===== config.mk =====
export PLATFORM = sky130hd
export DESIGN_NAME = spm_top
export DESIGN_NICKNAME = d
export VERILOG_FILES = /design/src/rtl/spm_pkg.sv /design/src/rtl/spm_group_mux.sv /design/src/rtl/spm_top.sv
export VERILOG_INCLUDE_DIRS = /design/src /design/src/rtl
export SDC_FILE = /design/constraint.sdc
export NUM_CORES = 1
export LEC_CHECK = 0
export BUFFER_PORTS_ARGS = -buffer_cell sky130_fd_sc_hd__buf_2
export CAP_MARGIN = 25
export CORE_AREA = 2 2 117 119
export DETAILED_ROUTE_END_ITERATION = 12
export DIE_AREA = 0 0 119 121
export GPL_ROUTABILITY_DRIVEN = 0
export PLACE_DENSITY = 0.64
export SYNTH_ARGS = -nofsm -noshare
export SYNTH_HDL_FRONTEND = slang
export SYNTH_SLANG_ARGS = --single-unit

===== constraint.sdc =====
create_clock -name CLK_I -period 2.4 [get_ports CLK_I]
set_input_delay 0.48 -clock CLK_I [delete_from_list [all_inputs] [get_ports CLK_I]]
set_output_delay 0.48 -clock CLK_I [all_outputs]
set_load 0.01 [all_outputs]

===== src/rtl/spm_defs.svh =====
`ifndef SPM_DEFS_SVH
`define SPM_DEFS_SVH

// Register space decoded by this block (byte addresses)
`define SPM_IOP_LO          32'h0000_0000
`define SPM_IOP_HI          32'h0003_ffff
`define SPM_SYSCFG_ADDR     32'h0000_0000
`define SPM_PWRCLK_ADDR     32'h0000_0004

// System config fields
`define SPM_SYSCFG_RESET    32'h0000_0000
`define SPM_SYSCFG_WMASK    32'h3fdf_ffff
`define SPM_B_IRQ0          16
`define SPM_B_IRQ1          17
`define SPM_B_IRQ2          18
`define SPM_B_TIMER_EXPIRED_OUT        19
`define SPM_B_PPMUX         20
`define SPM_B_FLGA          22
`define SPM_B_FLGB          23
`define SPM_B_FLGC          24
`define SPM_B_FLGD          25
`define SPM_B_PWMA          26
`define SPM_B_PWMB          27
`define SPM_B_PWMC          28
`define SPM_B_PWMD          29

// Power/clock control fields
`define SPM_B_DIVLOAD       9
`define SPM_B_BYPASS        15
`define SPM_PWRCLK_RESET    32'h0000_0000
`define SPM_F_DIV_LO        6
`define SPM_B_INDIV         8
`define SPM_F_RATIO_LO      16
`define SPM_F_SHDN_LO       26
`define SPM_PWRCLK_WMASK    32'hfc00_81ff
`define SPM_MULT_CFG00      6'h00
`define SPM_MULT_CFG01      6'h20
`define SPM_MULT_CFG10      6'h10
`define SPM_MULT_CFG11      6'h06

`endif


===== src/rtl/spm_pkg.sv =====
package spm_pkg;
  // Function of one group of four address/data pins
  typedef enum logic [1:0] {
    SPM_PP   = 2'b00,
    SPM_FLAG = 2'b01,
    SPM_PWM  = 2'b10
  } spm_grp_e;
endpackage : spm_pkg


===== src/rtl/spm_group_mux.sv =====
`timescale 1ns/1ps
// Steers one 4-pin address/data group to parallel port, flags or pulse outputs
module spm_group_mux (
  input  wire logic [1:0] mode_i,      // spm_pkg::spm_grp_e code
  input  wire logic [3:0] pp_o_i,      // Parallel port out data
  input  wire logic [3:0] pp_oe_i,     // Parallel port out enable
  input  wire logic [3:0] flag_o_i,    // Flag out data
  input  wire logic [3:0] flag_oe_i,   // Flag out enable
  input  wire logic [3:0] pwm_i,       // Pulse outputs
  output logic      [3:0] pin_o,       // Pin out
  output logic      [3:0] pin_oe_o     // Pin drive enable
);
  // Select source
  always_comb
  begin
    case (mode_i)
      spm_pkg::SPM_FLAG:
      begin
        pin_o    = flag_o_i;
        pin_oe_o = flag_oe_i;
      end
      spm_pkg::SPM_PWM:
      begin
        pin_o    = pwm_i;
        pin_oe_o = 4'hf;
      end
      default:
      begin
        pin_o    = pp_o_i;
        pin_oe_o = pp_oe_i;
      end
    endcase
  end
endmodule : spm_group_mux


===== src/rtl/spm_top.sv =====
`timescale 1ns/1ps
`include "spm_defs.svh"
// Functional notes
// System config clears to zero on reset
// Bit16 selects flag0 GPIO or IRQ0 input
// Bit17 selects flag1 GPIO or IRQ1 input
// Bit18 selects flag2 GPIO or IRQ2 input
// Bit19 selects flag3 GPIO or timer output
// Bit20 disables port mux, enabling flag mode; here the pin group muxes ignore bit20, only bits 22-29 steer them
// Pins as flags force flag0-3 alternate roles
// Bit22 routes pins 11-8 as flags 3-0
// Bit23 routes pins 15-12 as flags 7-4
// Bit24 routes pins 3-0 as flags 11-8
// Bit25 routes pins 7-4 as flags 15-12
// Bit26 puts pins 11-8 in pulse mode
// Bit27 puts pins 15-12 in pulse mode
// Bit28 puts pins 3-0 in pulse mode
// Bit29 puts pins 7-4 in pulse mode
// Software writes zero to reserved bits
// Registers decoded within I/O processor space
// Power/clock low bits reset from strap pins
// Ratio status bits ignore core writes
// Divider load is one-shot, reads zero
// Software separates divider load and bypass writes
// Divider load transfers divider field to PLL
// Updates take effect next clock edge
module spm_top (
  input  wire logic        CLK_I,               // Core clock
  input  wire logic        RSTN_I,              // Sync reset, active low
  input  wire logic [1:0]  CLK_CFG_I,           // Clock ratio strap pins
  input  wire logic        REG_WR_I,            // Core register write strobe
  input  wire logic        REG_RD_I,            // Core register read strobe
  input  wire logic [31:0] REG_ADDR_I,          // Core register address
  input  wire logic [31:0] REG_WDATA_I,         // Core write data
  output logic      [31:0] REG_RDATA_O,         // Core read data
  input  wire logic [3:0]  FLAG_PIN_I,          // Dedicated flag pins in
  output logic      [3:0]  FLAG_PIN_O,          // Dedicated flag pins out
  output logic      [3:0]  FLAG_PIN_OE_O,       // Dedicated flag pins drive enable
  input  wire logic [3:0]  GPIO_OUT_I,          // Core flag output values
  input  wire logic [3:0]  GPIO_DIR_I,          // Core flag directions, 1 = out
  output logic      [15:0] FLAG_IN_O,           // Flag input values to core
  input  wire logic [15:0] PPFLAG_OUT_I,        // Core values for pin flags 15-0
  input  wire logic [15:0] PPFLAG_DIR_I,        // Pin flag directions, 1 = out
  input  wire logic        TIMER_EXPIRED_I,     // Core timer expired
  output logic [2:0]       IRQ_O,               // Interrupt request lines
  input  wire logic [15:0] PP_OUT_I,            // Parallel port data out
  input  wire logic [15:0] PP_OE_I,             // Parallel port drive enables
  output logic [15:0]      PP_IN_O,             // Parallel port data in
  input  wire logic [15:0] PWM_I,               // Pulse generator outputs
  input  wire logic [15:0] PPORT_ADDR_DATA_PINS_I,  // Address/data pins in
  output logic      [15:0] PPORT_ADDR_DATA_PINS_O,  // Address/data pins out
  output logic      [15:0] PPORT_ADDR_DATA_PINS_OE_O, // Address/data pins enable
  output logic      [5:0]  PLL_MULT_O,          // PLL multiplier
  output logic      [1:0]  PLL_DIV_O,           // Loaded PLL output divider
  output logic             PLL_INDIV_O,         // PLL input divisor
  output logic             PLL_BYPASS_O,        // PLL bypass
  output logic      [5:0]  CLK_SHUTDOWN_O       // Peripheral clock shutdowns
);

  ////////////////////////////////////////////////////////////////////////////
  // State

  // System config register
  logic [31:0] system_config;
  logic [31:0] next_system_config;

  // Power/clock control register and the divider the PLL really uses
  logic [31:0] power_clock_control;
  logic [31:0] next_power_clock_control;
  logic [1:0]  pll_div;
  logic [1:0]  next_pll_div;

  // Clock ratio strap capture, done once per reset release
  logic [1:0]  clk_ratio;
  logic [1:0]  next_clk_ratio;
  logic        strap_done;
  logic        next_strap_done;

  // Register selects and pin steering
  logic        sel_sys;
  logic        sel_pwr;
  logic        pins_as_flags;

  // Address decode within the I/O processor space; anything outside it
  // or at an unused offset selects nothing and reads back zero
  function automatic logic hit(input logic [31:0] a, input logic [31:0] r);
    hit = (a <= `SPM_IOP_HI) && (a == r);
  endfunction : hit

  // Strap code to multiplier; the reserved code still gets a defined value
  function automatic logic [5:0] strap_mult(input logic [1:0] c);
    case (c)
      2'b00:   strap_mult = `SPM_MULT_CFG00;
      2'b01:   strap_mult = `SPM_MULT_CFG01;
      2'b10:   strap_mult = `SPM_MULT_CFG10;
      default: strap_mult = `SPM_MULT_CFG11;
    endcase
  endfunction : strap_mult

  // Function of one pin group; its flag select wins over its pulse select
  function automatic logic [1:0] grp_decode(input logic flag_sel, input logic pulse_sel);
    if (flag_sel)
      grp_decode = spm_pkg::SPM_FLAG;
    else if (pulse_sel)
      grp_decode = spm_pkg::SPM_PWM;
    else
      grp_decode = spm_pkg::SPM_PP;
  endfunction : grp_decode

  // First flag number carried by pin group g (pins 4g+3 down to 4g)
  function automatic logic [3:0] flag_base(input logic [1:0] g);
    case (g)
      2'h0:    flag_base = 4'h8;   // Pins 3-0 carry flags 11-8
      2'h1:    flag_base = 4'hc;   // Pins 7-4 carry flags 15-12
      2'h2:    flag_base = 4'h0;   // Pins 11-8 carry flags 3-0
      default: flag_base = 4'h4;   // Pins 15-12 carry flags 7-4
    endcase
  endfunction : flag_base

  // Register selects
  assign sel_sys = hit(REG_ADDR_I, `SPM_SYSCFG_ADDR);
  assign sel_pwr = hit(REG_ADDR_I, `SPM_PWRCLK_ADDR);

  ////////////////////////////////////////////////////////////////////////////
  // System config next value; reserved bits always land as zero
  always_comb
  begin
    // Default holds the register
    next_system_config = system_config;
    if (REG_WR_I && sel_sys)
      next_system_config = REG_WDATA_I & `SPM_SYSCFG_WMASK;
  end

  // System config register
  always_ff @(posedge CLK_I)
  begin
    if (!RSTN_I)
      system_config <= `SPM_SYSCFG_RESET;
    else
      system_config <= next_system_config;
  end

  ////////////////////////////////////////////////////////////////////////////
  // Power/clock next values; a write in the strap cycle is lost to the capture
  always_comb
  begin
    // Defaults hold every register except strap_done, which sets
    next_power_clock_control = power_clock_control;
    next_pll_div             = pll_div;
    next_clk_ratio           = clk_ratio;
    next_strap_done          = 1'b1;
    if (!strap_done)
    begin
      // First clock after reset release captures straps
      next_power_clock_control[5:0] = strap_mult(CLK_CFG_I);
      next_clk_ratio                = CLK_CFG_I;
    end
    else if (REG_WR_I && sel_pwr)
    begin
      // Ratio bits are not in the write mask
      next_power_clock_control = REG_WDATA_I & `SPM_PWRCLK_WMASK;
      // Load command is never stored, so it cannot fire twice
      next_power_clock_control[`SPM_B_DIVLOAD] = 1'b0;
      if (REG_WDATA_I[`SPM_B_DIVLOAD])
        next_pll_div = REG_WDATA_I[`SPM_F_DIV_LO +: 2];
    end
  end

  // Power/clock register, loaded divider and strap capture
  always_ff @(posedge CLK_I)
  begin
    if (!RSTN_I)
    begin
      power_clock_control <= `SPM_PWRCLK_RESET;
      pll_div             <= 2'h0;
      clk_ratio           <= 2'h0;
      strap_done          <= 1'b0;
    end
    else
    begin
      power_clock_control <= next_power_clock_control;
      pll_div             <= next_pll_div;
      clk_ratio           <= next_clk_ratio;
      strap_done          <= next_strap_done;
    end
  end

  // Read data; the divider load bit always reads zero
  always_comb
  begin
    REG_RDATA_O = 32'h0000_0000;
    if (REG_RD_I && sel_sys)
      REG_RDATA_O = system_config;
    else if (REG_RD_I && sel_pwr)
    begin
      REG_RDATA_O                       = power_clock_control;
      // Load command is not kept, and the ratio field mirrors the straps
      REG_RDATA_O[`SPM_B_DIVLOAD]       = 1'b0;
      REG_RDATA_O[`SPM_F_RATIO_LO +: 2] = clk_ratio;
    end
  end

  ////////////////////////////////////////////////////////////////////////////
  // PLL controls straight from the register
  assign PLL_MULT_O     = power_clock_control[5:0];
  assign PLL_INDIV_O    = power_clock_control[`SPM_B_INDIV];
  assign PLL_BYPASS_O   = power_clock_control[`SPM_B_BYPASS];

  // Output divider changes only on an explicit load command
  assign PLL_DIV_O      = pll_div;

  // Peripheral clock shutdown bits
  assign CLK_SHUTDOWN_O = power_clock_control[`SPM_F_SHDN_LO +: 6];

  ////////////////////////////////////////////////////////////////////////////
  // Dedicated flag pins
  assign pins_as_flags = system_config[`SPM_B_PPMUX];

  // Flag pins 0-2 to IRQ or GPIO, flag 3 to timer or GPIO.
  // A pin used as an interrupt input must not be driven, so its enable drops;
  // pins-as-flags mode forces all four alternate roles at once.
  always_comb
  begin
    FLAG_PIN_O    = GPIO_OUT_I;
    FLAG_PIN_OE_O = GPIO_DIR_I;
    IRQ_O         = 3'h0;
    for (int i = 0; i < 3; i++)
    begin
      if (system_config[`SPM_B_IRQ0 + i] || pins_as_flags)
      begin
        FLAG_PIN_OE_O[i] = 1'b0;
        IRQ_O[i]         = FLAG_PIN_I[i];
      end
    end
    if (system_config[`SPM_B_TIMER_EXPIRED_OUT] || pins_as_flags)
    begin
      FLAG_PIN_O[3]    = TIMER_EXPIRED_I;
      FLAG_PIN_OE_O[3] = 1'b1;
    end
  end

  ////////////////////////////////////////////////////////////////////////////
  // Address/data pin groups, pins [4g+3:4g], flag slot from mapping
  logic [1:0] grp_mode [4];   // Function of each pin group
  logic [3:0] grp_flag [4];   // Flag index base per pin group

  // Group g of pins: 0=AD3-0, 1=AD7-4, 2=AD11-8, 3=AD15-12
  always_comb
  begin
    for (int g = 0; g < 4; g++)
      grp_flag[g] = flag_base(2'(g));
    // Pins 3-0
    grp_mode[0] = grp_decode(system_config[`SPM_B_FLGC],
                             system_config[`SPM_B_PWMC]);
    // Pins 7-4
    grp_mode[1] = grp_decode(system_config[`SPM_B_FLGD],
                             system_config[`SPM_B_PWMD]);
    // Pins 11-8
    grp_mode[2] = grp_decode(system_config[`SPM_B_FLGA],
                             system_config[`SPM_B_PWMA]);
    // Pins 15-12
    grp_mode[3] = grp_decode(system_config[`SPM_B_FLGB],
                             system_config[`SPM_B_PWMB]);
  end

  // Flag inputs gathered from pins in flag mode; dedicated pins read as
  // flags 3-0 unless pins-as-flags mode is on, and a pin group
  // in flag mode takes over its four flag slots
  always_comb
  begin
    FLAG_IN_O = 16'h0000;
    FLAG_IN_O[3:0] = pins_as_flags ? 4'h0 : FLAG_PIN_I;
    for (int g = 0; g < 4; g++)
    begin
      if (grp_mode[g] == 2'b01)
        FLAG_IN_O[grp_flag[g] +: 4] = PPORT_ADDR_DATA_PINS_I[4*g +: 4];
    end
  end

  // Parallel port always sees the raw pins
  assign PP_IN_O = PPORT_ADDR_DATA_PINS_I;

  // One mux per group; an undriven pin group leaves its enables low
  // unless the parallel port, the flag directions or pulse mode ask for drive
  genvar gv;
  generate
    for (gv = 0; gv < 4; gv++)
    begin : g_grp
      spm_group_mux u_mux (
        .mode_i    (grp_mode[gv]),
        .pp_o_i    (PP_OUT_I[4*gv +: 4]),
        .pp_oe_i   (PP_OE_I[4*gv +: 4]),
        .flag_o_i  (PPFLAG_OUT_I[grp_flag[gv] +: 4]),
        .flag_oe_i (PPFLAG_DIR_I[grp_flag[gv] +: 4]),
        .pwm_i     (PWM_I[4*gv +: 4]),
        .pin_o     (PPORT_ADDR_DATA_PINS_O[4*gv +: 4]),
        .pin_oe_o  (PPORT_ADDR_DATA_PINS_OE_O[4*gv +: 4])
      );
    end
  endgenerate

endmodule : spm_top


==> results of run 1 <==
## cell families (layout without fill, tap and decap cells)
logic type,Yosys count,count (layout)
AOI/OAI and AO/OA,50,50
other,1,2
and+or+nand+nor,210,210
buffers and inverters,70,320
muxes,78,78
DFF,50,50
## per-layer routing
layer  vias up  track usage, %  part of all wire [%]
met5         -               0                     0
li1       2019               -                     -
met4         0            2.98                  0.63
met2       164            26.4                    48
met1      1741            19.6                    43
met3         9            3.85                   7.6
## cells in the mapped netlist, types with 4 or more instances
| library cell | count |
|---|---|
| mux2i_1 | 77 |
| nand2_1 | 104 |
| dfxtp_1 | 50 |
| nand4_1 | 7 |
| o21ai_0 | 35 |
| clkbuf_1 | 28 |
| a22o_1 | 4 |
| and2_1 | 30 |
| nor2b_1 | 4 |
| nand3_1 | 5 |
| buf_4 | 36 |
| nor2_1 | 36 |
| nor4_1 | 8 |
## critical path, cell delays in order
cell     delay [ns]
buf_2          0.11
nor4_4         0.28
nand4_1        0.23
nor3_2         0.28
buf_12         0.18
and2_1         0.12
buf_2          0.13
## metrics by stage
stage | total power [mW] | area [sq um] | cells
final | 2.02 | 5210 | 886
after detailed placement | 1.22 | 4940 | 877
after global routing | 2.12 | 5210 | 885
after global placement | 1.22 | 4940 | 877
after CTS | 2.05 | 5110 | 885
after floorplan | 1.02 | 3500 | 459
## flip-flops by register name, indices dropped and copies added (netlist names)
name	cells
strap_done	1
system_config	29
clk_ratio	2
PLL_DIV_O	2
power_clock_control	16
## final timing paths
check | start | end | slack (ns)
max reg2reg | strap_done$_DFF_P_ | PLL_DIV_O[1]$_SDFFE_PN0P_ | 1.09
min reg2reg | system_config[9]$_SDFFE_PN0P_ | system_config[9]$_SDFFE_PN0P_ | 0.45
min | REG_WDATA_I[23] | system_config[23]$_SDFFE_PN0P_ | 0.43
max | REG_ADDR_I[28] | REG_RDATA_O[23] | 0.1
## repair_timing
action                     CTS  global route
pin swaps                    0             3
gates resized for setup      1            13
setup endpoints to repair   17            31
## layout by cell type (no fill, tap or decap), drive strengths merged, types with 4 or more instances in the layout
master	count
dfxtp	50
buf	310
nor2b	4
and2	30
nand4	7
mux2i	77
a22o	4
o21ai	35
nor4	9
nand3	5
clkbuf	7
nor2	36
nand2	104
## area by class of cell
cell class	count	area [sq um]	share of cell area (%)
diodes	1	2.50	0.0480
clock buffers	7	133	2.55
clock inverters	1	30.0	0.576
inverters	2	7.51	0.144
multi-input cells	339	2170	41.7
flip-flops and latches	50	1000	19.2
well taps	176	220	4.23
repair buffers	310	1640	31.6
## power groups by stage
| stage | registers, mW | logic [mW] | clock network, mW |
|---|---|---|---|
| 3_5_place_dp | 0.864 | 0.354 | 0 |
| 4_1_cts | 0.845 | 0.357 | 0.846 |
| 2_1_floorplan | 0.859 | 0.162 | 0 |
| 5_1_grt | 0.846 | 0.405 | 0.874 |
| 3_3_place_gp | 0.864 | 0.353 | 0 |
| 6_report | 0.845 | 0.368 | 0.811 |
==> impl_metrics.toml, run 1 <==
[run_status]
status = "completed"

[sta]
setup_tns_ns = 0
hold_viol_final = 0
fin_skew_ns = 0.00452
tightest_slew_ns = 0.600
holdWs_ns = 0.427
relSlewSlack_pct = 59.9
finalMaxSlewViolations = 0
fmax_mhz = 435
layout_setup_ws_ns = 0.0995
post-route-period-util_pct = 95.9
fin_crit_ns = 2.30
final-setup-viol-count = 0
rsz0062_at_grt = "true"

[synth]
synth_compound_area_share_pct = 8.37
synth_xor_area_share_pct = 0
ys_types = 32
postSynthCellCount = 459
seq_area_frac_synth_pct = 28.6
ys_warn_count = 0
synth_mux_area_share_pct = 22.4
synth_top_family_by_area = "simple AND/OR/NAND/NOR gates"
synth-simple-area-share_pct = 28.2
synth_nets = 638
ys_ff_latch = 50
yosysTopAreaCell = "dfxtp_1"
ys.flop_type = "dfxtp_1"
synth-edff-count = 0
avgSynthCellArea_sq_um = 7.62
synth_area_leaders = "dfxtp_1, mux2i_1, nand2_1"
synthesis.area_sq_um = 3500
synthAdderAreaFrac_pct = 0
synth_top_area_share_pct = 28.6
async_flop_share_pct = 0

[layout]
syn_to_final_growth_pct = 48.9
nets = 887
drive_above_1_share_pct = 46.3
fillers = 1378
postLayoutCoreUtil_pct = 39.8

[die]
initial_core_util_pct = 26.7
ioPinCount = 302
core_area_sq_um = 13100
die_x_um = 119
die_h_um = 121
row_count = 42
die_area_sq_um = 14400

[critical_path]
start_kind = "input port"
crit_fanout = 13
cp-end-kind = "output pin"
worst-setup-path-type = "input port to output pin"
worstPathRequired_ns = 1.92
critical_path_arrival_ns = 1.82
reg2reg_depth = 3

[placed_design]
io_buffers = 293
dpl.hpwl_um = 9620
post-place-ws_ns = -0.0376

[clock_network]
clockRootBuffer = "clkbuf_16"
cts_buffer_depth = 2
path_clk_slew_ns = 0.07
htreeDepth = 2
clk_latency_ns = 0.29
cts_tree = "built"
post_cts_buffers = 0
cts_hold_buf = 0
cts_made_buffers = 5
cts_sinks = 50

[grt]
antenna_found_initial = 1
grt_pass1_vias = 3408
track_usage_pct = 15.4
grt_max_degree = 83
gr-total-overflow = 0
grt_pass1_wl_um = 17700

[drt]
first_pass_iters = 4
vias = 3933
viasPerCell = 4.44
drc = 0
ant_nets = 0
drt_iter0_drc = 157
wirelength_um = 12300
wl_per_cell_um = 13.9

[pwr]
power_leakage_nw = 2.57
power_frac_seq_pct = 41.8
ir_worst_vdd_v = 0.000265
power-per-cell-area_nw_per_um2 = 388
p_int_mw = 1.52
power_frac_clock_pct = 40.1
power.share.switching_pct = 25.0
switching_power_mw = 0.506
comb_power_share_pct = 18.2

[worst_hold_path]
min_path_type = "input port to flip-flop"
whs_path_depth = 3

[job]
maxCapViolations = 0
Power figures use the tool's default switching activity.
==> run 2, diff against run 1 <==
CTS_BUF_LIST = sky130_fd_sc_hd__clkbuf_4 sky130_fd_sc_hd__clkbuf_8 sky130_fd_sc_hd__clkbuf_16   (was unset)
==> run 2 against run 1 <==
Effect of this change:
- cell count unchanged
- maximum frequency about the same
- largest cell class unchanged
- combinational power about the same
- global-route usage about the same
- setup slack worse by 0.0014 ns
- critical endpoint unchanged
- critical path type unchanged
- highest routed layer unchanged
- clock skew about the same
- via count down 0.33%
- critical path depth unchanged
==> impl_metrics.toml, run 2 (synthesized netlist as in run 1, its figures left out) <==
[placed_design]
dpl_cell_area_sq_um = 4940
io_buffers = 293
dpl.hpwl_um = 9620
post-place-ws_ns = -0.0376

[drt]
ant_nets = 0
wirelength_um = 12300
vias = 3920
drc = 0
viasPerCell = 4.42
wl_per_cell_um = 13.9
first_pass_iters = 4
drt_iter0_drc = 148

[die]
die_area_sq_um = 14400
ioPinCount = 302
initial_core_util_pct = 26.7
core_area_sq_um = 13100
die_h_um = 121
row_count = 42
die_x_um = 119

[layout]
syn_to_final_growth_pct = 49.1
drive_above_1_share_pct = 46.5
layout_commonest_cell = "buf_2"
top_register = "system_config"
largest_registers = "system_config: 29 flops, power_clock_control: 16 flops"
nets = 887
final_area_sq_um = 5220
final_cell_mix = "buf_2, nand2_1, mux2i_1, dfxtp_1, nor2_1"
largest_register_ffs = 29

[sta]
relSlewSlack_pct = 60.8
fin_crit_ns = 2.30
rsz0062_at_grt = "true"
fin_skew_ns = 0.00465
tightest_slew_ns = 0.587
hold_viol_final = 0
finalMaxSlewViolations = 0
layout_setup_ws_ns = 0.0981
post-route-period-util_pct = 95.9
fmax_mhz = 434
final-setup-viol-count = 0

[critical_path]
worstSetupEndpoint = "REG_RDATA_O[23]"
crit_fanout = 13
r2r-start = "strap_done$_DFF_P_"
rr_endpoint = "PLL_DIV_O[1]$_SDFFE_PN0P_"
worst-setup-path-type = "input port to output pin"
critical_path_arrival_ns = 1.82
worstPathRequired_ns = 1.92
timing.critical_path.mode_cell = "buf_2"
start_kind = "input port"
path_cells = "buf_2 -> nor4_4 -> nand4_1 -> nor3_2 -> buf_12 -> and2_1 -> buf_2"
slowest_delay_ns = 0.28
crit_path_top_delay_cell = "nor4_4"
cp-end-kind = "output pin"
reg2reg_depth = 3
cp-startpoint = "REG_ADDR_I[28]"
r2r_slack_ns = 1.09

[clock_network]
cts_hold_buf = 0
cts_buffer_depth = 2
clockRootBuffer = "clkbuf_16"
path_clk_slew_ns = 0.07
cts_made_buffers = 5
clk_latency_ns = 0.29
cts_tree = "built"
post_cts_buffers = 0
htreeDepth = 2
cts_sinks = 50

[job]
maxCapViolations = 0

[grt]
grt_pass1_wl_um = 17700
grt_pass1_vias = 3400
antenna_found_initial = 1
track_usage_pct = 15.4
grt_max_degree = 83
gr-total-overflow = 0

[worst_hold_path]
whs_path_depth = 3
min_path_type = "input port to flip-flop"

[pwr]
power_leakage_nw = 2.58
ir_worst_vdd_v = 0.000265
power-per-cell-area_nw_per_um2 = 392
power_mw = 2.04

[run_status]
status = "completed"
run 2: cell count changes in the layout (fill, tap and decap cells not counted):
cell and delta:
clkbuf_1 -2, clkbuf_4 +2
run 2: routing by layer:
layer  track usage, %  wire length [um]  share of wire [%]
met1             19.7              5340                 43
met2             26.4              5930                 48
met3             3.85               945                7.7
met4             3.20                76               0.62
met5                0                 0                  0
run 2: worst max-delay path: cells and delay by family:
kind	cells	cell delay, ns
and+or+nand+nor	4	0.91
buffers and inverters	3	0.43
run 2: stage by stage:
stage               setup TNS, ns  util, %  instances  hold slack [ns]
floorplan                       0        -        459            0.430
global placement           -0.383     37.8        877            0.442
detailed placement         -0.359     37.8        877            0.446
CTS                             0     39.1        885            0.418
global route              -0.0214     39.9        885            0.419
finish                          0     39.9        886            0.430
run 2: how the worst min path moves through the flow:
stage	startpoint	endpoint	slack, ns
detailed placement	system_config[9]$_SDFFE_PN0P_	system_config[9]$_SDFFE_PN0P_	0.45
CTS	REG_WDATA_I[24]	system_config[24]$_SDFFE_PN0P_	0.42
finish	REG_WDATA_I[18]	system_config[18]$_SDFFE_PN0P_	0.43
global route	REG_WDATA_I[31]	power_clock_control[31]$_SDFFE_PN0P_	0.42
floorplan	system_config[10]$_SDFFE_PN0P_	system_config[10]$_SDFFE_PN0P_	0.43
global placement	system_config[5]$_SDFFE_PN0P_	system_config[5]$_SDFFE_PN0P_	0.44
run 2: what timing repair did:
action / 4_1_cts / 5_1_grt
setup endpoints to repair: 17 / 31
hold endpoints to repair: 0 / 0
resized for setup: 1 / 13
pin swaps: 0 / 3
run 2: final cells by class:
class	count	area [sq um]
Timing Repair Buffer	310	1640
Inverter	2	7.51
Tap cell	176	220
Clock buffer	7	140
Clock inverter	1	30.0
Antenna cell	1	2.50
Fill cell	1371	7870
Multi-Input combinational cell	339	2170
Sequential cell	50	1000
run 2: where the power goes:
group	internal (mW)	total [mW]	switching, mW
combinational	0.188	0.368	0.180
clock	0.516	0.830	0.314
sequential	0.836	0.845	0.00885
